$ cat config.mk
export PLATFORM = sky130hd
export DESIGN_NAME = pluggable_module_mgmt
export DESIGN_NICKNAME = d
export VERILOG_FILES = /design/src/hdl/sync2.v /design/src/hdl/pluggable_module_mgmt.v
export VERILOG_INCLUDE_DIRS = /design/src /design/src/hdl
export SDC_FILE = /design/constraint.sdc
export NUM_CORES = 2
export LEC_CHECK = 0
export BUFFER_PORTS_ARGS = -buffer_cell sky130_fd_sc_hd__buf_2
export CORE_UTILIZATION = 30
export DETAILED_ROUTE_END_ITERATION = 10
export PLACE_DENSITY = 0.47
export SYNTH_ARGS = -nofsm -noshare
export SYNTH_HDL_FRONTEND = slang
export SYNTH_HIERARCHICAL = 1
export SYNTH_SLANG_ARGS = --single-unit
export TNS_END_PERCENT = 20
$ cat constraint.sdc
create_clock -name clk -period 3.3 [get_ports clk]
set_clock_uncertainty 0.2 [all_clocks]
set_input_delay 0 -clock clk [delete_from_list [all_inputs] [get_ports clk]]
set_output_delay 0 -clock clk [all_outputs]
set_load 0.02 [all_outputs]
$ cat src/hdl/pluggable_mgmt_defs.vh
// timing counts and serial id constants for the module management block
// Notes on behaviour
// start init only once transmit supply good
// enable delay counts until full modulated output
// fault output held low without safety circuit
// latch fault, keep laser off until cleared
// host holds laser-off request, then negates it
// negation restarts init, fault clears if gone
// persisting fault latches again until next attempt
// guard against rapid clear attempts pulsing laser
// signal-lost output is only a preliminary hint
// definition lines carry serial id and presence
// host alone drives the serial clock
// capture on rising edge, drive on falling
// bidirectional data, detect start and stop
// byte memory, addresses from zero upward
// device select bits fixed at zero
// identification fields are write protected
// laser-off request held at least ten microseconds
// init done within three hundred milliseconds
// fault flag raised within one hundred microseconds
// presence line grounded, lines two, three serial
// serial reads served during init or recovery
`ifndef PLUGGABLE_MGMT_DEFS_VH
`define PLUGGABLE_MGMT_DEFS_VH
`define CLK_KHZ 25000
`define T_RESET_US 10
`define T_ON_US 1000
`define T_INIT_MS 300
`define RETRY_GAP_US 1000
`define T_RESET_CYC ((`T_RESET_US * `CLK_KHZ + 999) / 1000)
`define T_ON_CYC ((`T_ON_US * `CLK_KHZ) / 1000)
`define T_INIT_CYC (`T_INIT_MS * `CLK_KHZ)
`define RETRY_GAP_CYC ((`RETRY_GAP_US * `CLK_KHZ) / 1000)
`define ID_DEV_ADDR 7'h50
`define ID_PROT_END 9'h080
`define ID_ADDR_W 8
`endif

$ cat src/hdl/sync2.v
// two flip-flop synchroniser for asynchronous inputs
`default_nettype none
module sync2 #(
    parameter WIDTH = 1
) (
    input wire clk,
    input wire srst,
    input wire ce,
    input wire [WIDTH-1:0] d,
    output reg [WIDTH-1:0] q
);
    reg [WIDTH-1:0] meta_reg;

    // first stage feeds only the second
    always @(posedge clk) begin
        if (srst) begin
            meta_reg <= {WIDTH{1'b0}};
            q <= {WIDTH{1'b0}};
        end else if (ce) begin
            meta_reg <= d;
            q <= meta_reg;
        end
    end
endmodule
`default_nettype wire

$ cat src/hdl/pluggable_module_mgmt.v
// transmitter management, signal-lost and serial id slave of a module
`include "pluggable_mgmt_defs.vh"
`default_nettype none
module pluggable_module_mgmt #(
    parameter SAFETY_IMPL = 1,
    parameter SETTLE_CYCLES = `T_ON_CYC,
    parameter RETRY_GAP_CYCLES = `RETRY_GAP_CYC,
    parameter RESET_HOLD_CYCLES = `T_RESET_CYC,
    parameter ID_DEPTH = 256
) (
    input wire clk,
    input wire srst,
    input wire ce,
    input wire transmit_supply_ok,
    input wire tx_disable,
    input wire laser_fault_detect,
    input wire rx_power_low,
    input wire prog_we,
    input wire [`ID_ADDR_W-1:0] prog_addr,
    input wire [7:0] prog_data,
    input wire scl_in,
    input wire sda_in,
    output wire sda_out,
    output reg sda_oe,
    output wire present_out,
    output wire present_oe,
    output reg optical_signal_lost,
    output reg tx_fault,
    output reg laser_enable
);
    localparam ST_WAIT_SUPPLY = 3'd0;
    localparam ST_INIT = 3'd1;
    localparam ST_RUN = 3'd2;
    localparam ST_DISABLED = 3'd3;
    localparam ST_FAULT = 3'd4;

    localparam SI_IDLE = 3'd0;
    localparam SI_DEV = 3'd1;
    localparam SI_WADR = 3'd2;
    localparam SI_WDAT = 3'd3;
    localparam SI_RDAT = 3'd4;
    localparam SI_ACK = 3'd5;
    localparam SI_MACK = 3'd6;

    wire [5:0] pins_s;
    wire supply_s = pins_s[0];
    wire disable_s = pins_s[1];
    wire fault_s = pins_s[2];
    wire los_s = pins_s[3];
    wire scl_s = pins_s[4];
    wire sda_s = pins_s[5];

    // the six status and serial pins pass two flip-flops first; the prog_we, prog_addr and prog_data inputs do not
    sync2 #(.WIDTH(6)) u_sync (
        .clk(clk),
        .srst(srst),
        .ce(ce),
        .d({sda_in, scl_in, rx_power_low, laser_fault_detect, tx_disable,
            transmit_supply_ok}),
        .q(pins_s)
    );

    // no static codes, serial id only
    // presence line grounded
    assign present_out = 1'b0;
    assign present_oe = 1'b1;
    // open-drain data, only pulls low
    assign sda_out = 1'b0;

    reg [2:0] st_reg;
    reg [23:0] cnt_reg;
    reg [23:0] gap_reg;
    reg [15:0] hold_reg;
    reg pins_prev_disable;

    // transmitter state machine
    always @(posedge clk) begin
        if (srst) begin
            st_reg <= ST_WAIT_SUPPLY;
            cnt_reg <= 24'h00_0000;
            gap_reg <= 24'h00_0000;
            hold_reg <= 16'h0000;
            pins_prev_disable <= 1'b0;
        end else if (ce) begin
            if (gap_reg != 24'h00_0000)
                gap_reg <= gap_reg - 24'h00_0001;
            pins_prev_disable <= disable_s;
            // measure how long laser-off is held
            if (!disable_s)
                hold_reg <= 16'h0000;
            else if (hold_reg != 16'hffff)
                hold_reg <= hold_reg + 16'h0001;
            if (!supply_s) begin
                st_reg <= ST_WAIT_SUPPLY;
            end else begin
                case (st_reg)
                    // wait for good transmit supply
                    ST_WAIT_SUPPLY: begin
                        cnt_reg <= 24'h00_0000;
                        st_reg <= disable_s ? ST_DISABLED : ST_INIT;
                    end
                    // settle until full modulated output
                    ST_INIT: begin
                        if (disable_s) begin
                            st_reg <= ST_DISABLED;
                        end else if (cnt_reg >= SETTLE_CYCLES - 1) begin
                            // fault still there, latch again
                            if (fault_s && SAFETY_IMPL != 0) begin
                                st_reg <= ST_FAULT;
                                gap_reg <= RETRY_GAP_CYCLES[23:0];
                            end else begin
                                st_reg <= ST_RUN;
                            end
                        end else begin
                            cnt_reg <= cnt_reg + 24'h00_0001;
                        end
                    end
                    ST_RUN: begin
                        // fault latched one cycle after sync, flag out the next
                        if (fault_s && SAFETY_IMPL != 0)
                            st_reg <= ST_FAULT;
                        else if (disable_s)
                            st_reg <= ST_DISABLED;
                    end
                    ST_DISABLED: begin
                        cnt_reg <= 24'h00_0000;
                        if (!disable_s)
                            st_reg <= ST_INIT;
                    end
                    // latched until a clear attempt
                    ST_FAULT: begin
                        cnt_reg <= 24'h00_0000;
                        // spaced attempts only
                        // negation after long hold restarts init
                        if (!disable_s && pins_prev_disable &&
                            hold_reg >= RESET_HOLD_CYCLES &&
                            gap_reg == 24'h00_0000)
                            st_reg <= ST_INIT;
                    end
                    default: st_reg <= ST_WAIT_SUPPLY;
                endcase
            end
        end
    end

    // registered transmitter outputs
    always @(posedge clk) begin
        if (srst) begin
            tx_fault <= 1'b0;
            laser_enable <= 1'b0;
            optical_signal_lost <= 1'b0;
        end else if (ce) begin
            // tied low without safety circuit
            // fault negated once settle ends clean
            tx_fault <= (SAFETY_IMPL != 0) &&
                        (st_reg == ST_FAULT || st_reg == ST_INIT);
            laser_enable <= (st_reg == ST_INIT || st_reg == ST_RUN) &&
                            !disable_s;
            // raw hint, no data checking
            optical_signal_lost <= los_s;
        end
    end

    // serial id memory and slave
    reg [7:0] mem [0:ID_DEPTH-1];
    reg [2:0] si_reg;
    reg [2:0] after_reg;
    reg [3:0] bit_reg;
    reg [7:0] sh_reg;
    reg [7:0] tx_reg;
    reg [`ID_ADDR_W-1:0] ptr_reg;
    reg nack_reg;
    reg scl_d;
    reg sda_d;
    integer i;

    wire scl_rise = scl_s && !scl_d;
    wire scl_fall = !scl_s && scl_d;
    wire start_c = scl_s && scl_d && sda_d && !sda_s;
    wire stop_c = scl_s && scl_d && !sda_d && sda_s;
    wire [7:0] rd_byte = mem[ptr_reg];

    // slave runs regardless of transmitter state
    always @(posedge clk) begin
        if (srst) begin
            si_reg <= SI_IDLE;
            after_reg <= SI_IDLE;
            bit_reg <= 4'h0;
            sh_reg <= 8'h00;
            tx_reg <= 8'h00;
            ptr_reg <= {`ID_ADDR_W{1'b0}};
            nack_reg <= 1'b0;
            sda_oe <= 1'b0;
            scl_d <= 1'b0;
            sda_d <= 1'b0;
            for (i = 0; i < ID_DEPTH; i = i + 1)
                mem[i] <= 8'h00;
        end else if (ce) begin
            scl_d <= scl_s;
            sda_d <= sda_s;
            if (prog_we)
                mem[prog_addr] <= prog_data;
            // start and stop recognised
            if (start_c) begin
                si_reg <= SI_DEV;
                bit_reg <= 4'h0;
                sda_oe <= 1'b0;
            end else if (stop_c) begin
                si_reg <= SI_IDLE;
                sda_oe <= 1'b0;
            end else if (scl_rise) begin
                // capture on rising edge
                case (si_reg)
                    SI_DEV, SI_WADR, SI_WDAT: begin
                        sh_reg <= {sh_reg[6:0], sda_s};
                        bit_reg <= bit_reg + 4'h1;
                    end
                    SI_RDAT: bit_reg <= bit_reg + 4'h1;
                    SI_MACK: nack_reg <= sda_s;
                    default: bit_reg <= bit_reg;
                endcase
            end else if (scl_fall) begin
                // all timing follows host clock
                // drive on falling edge
                case (si_reg)
                    SI_DEV: if (bit_reg == 4'h8) begin
                        // select bits fixed at zero
                        if (sh_reg[7:1] == `ID_DEV_ADDR) begin
                            sda_oe <= 1'b1;
                            si_reg <= SI_ACK;
                            after_reg <= sh_reg[0] ? SI_RDAT : SI_WADR;
                        end else begin
                            si_reg <= SI_IDLE;
                        end
                    end
                    SI_WADR: if (bit_reg == 4'h8) begin
                        // word address from zero
                        ptr_reg <= sh_reg;
                        sda_oe <= 1'b1;
                        si_reg <= SI_ACK;
                        after_reg <= SI_WDAT;
                    end
                    SI_WDAT: if (bit_reg == 4'h8) begin
                        // protected region ignores writes
                        if ({1'b0, ptr_reg} >= `ID_PROT_END)
                            mem[ptr_reg] <= sh_reg;
                        ptr_reg <= ptr_reg + 1'b1;
                        sda_oe <= 1'b1;
                        si_reg <= SI_ACK;
                        after_reg <= SI_WDAT;
                    end
                    SI_ACK: begin
                        bit_reg <= 4'h0;
                        if (after_reg == SI_RDAT) begin
                            // sequential byte reads
                            tx_reg <= rd_byte;
                            sda_oe <= !rd_byte[7];
                            ptr_reg <= ptr_reg + 1'b1;
                        end else begin
                            sda_oe <= 1'b0;
                        end
                        si_reg <= after_reg;
                    end
                    SI_RDAT: begin
                        if (bit_reg == 4'h8) begin
                            sda_oe <= 1'b0;
                            si_reg <= SI_MACK;
                        end else begin
                            sda_oe <= !tx_reg[6];
                            tx_reg <= {tx_reg[6:0], 1'b0};
                        end
                    end
                    SI_MACK: begin
                        bit_reg <= 4'h0;
                        if (nack_reg) begin
                            si_reg <= SI_IDLE;
                            sda_oe <= 1'b0;
                        end else begin
                            tx_reg <= rd_byte;
                            sda_oe <= !rd_byte[7];
                            ptr_reg <= ptr_reg + 1'b1;
                            si_reg <= SI_RDAT;
                        end
                    end
                    default: sda_oe <= 1'b0;
                endcase
            end
        end
    end
endmodule
`default_nettype wire

==> results_dict.tcl <==
set metrics [dict create \
    antenna_found_initial 17 \
    final-hold-violation-count 0 \
    crit_chain "buf_12 > buf_16 > buf_4 > mux4_2 > a22oi_1 > nand2_1 > buf_12 > a22o_1 > a221oi_2 > a32oi_1 > o2bb2ai_1" \
    layout.filler_cells 35100 \
    ys_seq_elements 2176 \
    crit_arrival_ns 3.89 \
    tightestPinTransition_ns 1.12 \
    synthesis.area_um2 109000 \
    timing.reg2reg.worst_path_depth 11 \
    cp_top_family "compound AO/OA/AOI/OAI gates" \
    p_clk_share_pct 42.3 \
    synth_enable_flop_cells 2048 \
    max-cap-violations 0 \
    startpoint_type "flip-flop" \
    cell_internal_pwr_w 0.0472 \
    grt_use_total_pct 21.4 \
    footprint_of_the_multi_input_gates_um2 41400 \
    fmax_mhz 302 \
    rows 221 \
    clock_buffer_count_from_cts 241 \
    die_width_um 606 \
    whs_path_depth 3 \
    gpl_congestion 0.901 \
    port_buffers 29 \
    worstSkewPairLatency_ns 0.95 \
    reg2reg_setup_slack_ns -0.01 \
    reg2reg_to "tx_reg[0]" \
    worst_setup_slack_before_clock_tree_synthesis_ns -0.424 \
    clockRootBuffer "sky130_fd_sc_hd__clkbuf_16" \
    layout_area_overhead_pct 16.5 \
    async_reset_ff_share_pct 0 \
    power.combinational.fraction_pct 5.9 \
    initialDrtViolationCount 9037 \
    firstDrtPassIters 8 \
    slowest_stage "sky130_fd_sc_hd__mux4_2" \
    violated_checks "setup timing" \
    share_seq_of_total_power_pct 51.8 \
    register_area_um2 64100 \
    proportion_of_layout_cells_with_a_drive_suffix_above_1_pct 18.2 \
    totalWireLength_mm 403 \
    largest_register_ffs 2048 \
    drc 0 \
    grt_start_max_net_pins 145 \
    hpwlAfterDp_mm 259 \
    finalCritPeriodShare_pct 100 \
    clockBufferDepth 4 \
    finalSetupViolations 1 \
    crit_path_max_fanout 13 \
    holdPathEnd "mem[121][2]" \
    criticalPathCategory "flip-flop to flip-flop" \
    sw_frac_of_total_pct 24.0 \
    num_vias 79700 \
    avgSynthCellArea_um2 11.5 \
    final_max_slew_viol_count 0 \
    die_h_um 606 \
    dpl-instance-area_um2 119000 \
    ys_types 76 \
    yosys_warnings 6 \
    grt_pass1_vias 76200 \
    coreArea_um2 363000 \
    post_drt_wl_per_cell_um 27.6 \
    initial_utilization_pct 30.1 \
    relSlewSlack_pct 23.1 \
    ys.flop_type "sky130_fd_sc_hd__edfxtp_1" \
    cts.htree.levels 4 \
    design_area_um2 127000 \
    die-area_um2 367000 \
    post_drt_antenna_nets 0 \
    crit_path_end_kind "flip-flop" \
    synth.yosys.seq_area_share_pct 58.6 \
    ios 33 \
    irDropWorstVdd_mv 0.480 \
    cts_tree "built" \
    max_stage_delay_ns 0.59 \
    leakagePower_nw 44.0 \
    grt_pass1_wl_mm 573 \
    clock_sinks 2176 \
    syn-instance-count 9525 \
    worst-endpoint-required_ns 3.88 \
    detail_route.vias_per_cell 5.45 \
    cp.buffers_inverters 4 \
    holdCritPathClass "primary input to flip-flop" \
    timing.hold.worst.start "prog_data[2]" \
    cell_type_with_the_highest_occurrence_count_on_the_critical_path "sky130_fd_sc_hd__buf_12" \
    path_clk_slew_ns 0.07 \
    outcome "finished, violations left" \
    timing.final.ws_setup_ns -0.0108 \
    power-per-cell-area_nw_per_um2 488 \
    switchingPower_w 0.0149 \
    period_needed_ns 3.31 \
    globalRouteOverflowTotal 0 \
    design.final.nets 9682 \
    fin_tns_setup_ns -0.0108 \
]
Yosys cell counts, types with 39 or more instances:
| cell | number | area (µm²) |
|---|---|---|
| sky130_fd_sc_hd__a21o_1 | 131 | 983 |
| sky130_fd_sc_hd__a21oi_1 | 111 | 556 |
| sky130_fd_sc_hd__a22oi_1 | 186 | 1400 |
| sky130_fd_sc_hd__and3_1 | 1033 | 6460 |
| sky130_fd_sc_hd__buf_2 | 124 | 621 |
| sky130_fd_sc_hd__buf_4 | 55 | 413 |
| sky130_fd_sc_hd__clkbuf_1 | 766 | 2880 |
| sky130_fd_sc_hd__dfxtp_1 | 128 | 2560 |
| sky130_fd_sc_hd__edfxtp_1 | 2048 | 61500 |
| sky130_fd_sc_hd__mux2i_1 | 114 | 1140 |
| sky130_fd_sc_hd__mux4_2 | 486 | 10900 |
| sky130_fd_sc_hd__nand2_1 | 2180 | 8180 |
| sky130_fd_sc_hd__nand3_1 | 61 | 305 |
| sky130_fd_sc_hd__nor2_1 | 377 | 1420 |
| sky130_fd_sc_hd__nor2_2 | 64 | 400 |
| sky130_fd_sc_hd__nor3_1 | 39 | 195 |
| sky130_fd_sc_hd__o21ai_0 | 1034 | 5170 |
| sky130_fd_sc_hd__or3_1 | 150 | 938 |
layout make-up:
type,count,area share (%)
Multi-Input combinational cell,6344,32.5
Tap cell,4794,4.71
Clock buffer,298,4.95
Timing Repair Buffer,852,6.51
Clock inverter,138,0.873
Antenna cell,6,0.0118
Sequential cell,2176,50.3
Inverter,27,0.0796
metal layers:
metal | up-vias | wire, µm | GRT usage (%)
met3 | 616 | 29500 | 2.93
met4 | 0 | 15700 | 7.64
met1 | 40300 | 173000 | 29.8
met2 | 3498 | 185000 | 34.1
met5 | - | 0 | 0
li1 | 35300 | - | -
power groups by stage:
stage	logic [W]	registers [W]	clock network, W
2_1_floorplan	0.00225	0.0324	0
3_3_place_gp	0.00353	0.0327	0
3_5_place_dp	0.00359	0.0327	0
4_1_cts	0.00366	0.0322	0.0267
5_1_grt	0.00388	0.0323	0.0276
6_report	0.00366	0.0322	0.0263
timing repair:
action	CTS	global route
endpoints found under the hold margin	3018	0
gates resized for setup	28	33
buffers inserted	0	17
gates cloned	0	5
hold buffers	49	0
endpoints found under the setup margin	8	79
pin swaps	2	1
stage by stage:
stage	cells	hold slack, ns	power, W	utilization [%]
floorplan	9526	-0.128	0.0346	-
global placement	14100	0.0356	0.0363	32.8
detailed placement	14100	0.0448	0.0363	32.8
CTS	14600	0.00739	0.0625	35.0
global route	14600	0.0768	0.0638	35.1
finish	14600	0.0696	0.0621	35.1
worst max path at each step:
stage | from | end | slack, ns | depth (start not counted)
floorplan | scl_d | mem[252][0] | 0.54 | 10
global placement | flip-flop | tx_reg[4] | -0.49 | 10
detailed placement | flip-flop | tx_reg[6] | -0.42 | 10
CTS | flip-flop | tx_reg[6] | -0.02 | 9
global route | flip-flop | tx_reg[5] | -0.002 | 9
finish | flip-flop | tx_reg[0] | -0.01 | 11
tightest hold or removal path, stage by stage:
cell                            delay (ns)
sky130_fd_sc_hd__dlygate4sd3_1        0.57
sky130_fd_sc_hd__buf_8                0.25
sky130_fd_sc_hd__and3_1               0.22
layout by cell type, fill, tap and decap left out, types with 118 or more instances in the layout:
| master | n |
|---|---|
| sky130_fd_sc_hd__nand2_1 | 2178 |
| sky130_fd_sc_hd__a22oi_1 | 178 |
| sky130_fd_sc_hd__o21ai_0 | 1034 |
| sky130_fd_sc_hd__nor2_1 | 362 |
| sky130_fd_sc_hd__buf_12 | 118 |
| sky130_fd_sc_hd__edfxtp_1 | 2048 |
| sky130_fd_sc_hd__mux4_2 | 486 |
| sky130_fd_sc_hd__a21o_1 | 131 |
| sky130_fd_sc_hd__or3_1 | 143 |
| sky130_fd_sc_hd__and3_1 | 1032 |
| sky130_fd_sc_hd__buf_4 | 638 |
| sky130_fd_sc_hd__clkbuf_16 | 248 |
cell families after synthesis:
family | synth area share, %
other | 0.00687
AOI/OAI and AO/OA | 8.57
DFF | 58.6
and+or+nand+nor | 17.3
adders and majority gates | 0.160
buffers and inverters | 3.94
xor gates and xnor gates | 0.288
muxes | 11.1
Note: power is estimated with default switching activity, not from simulation.
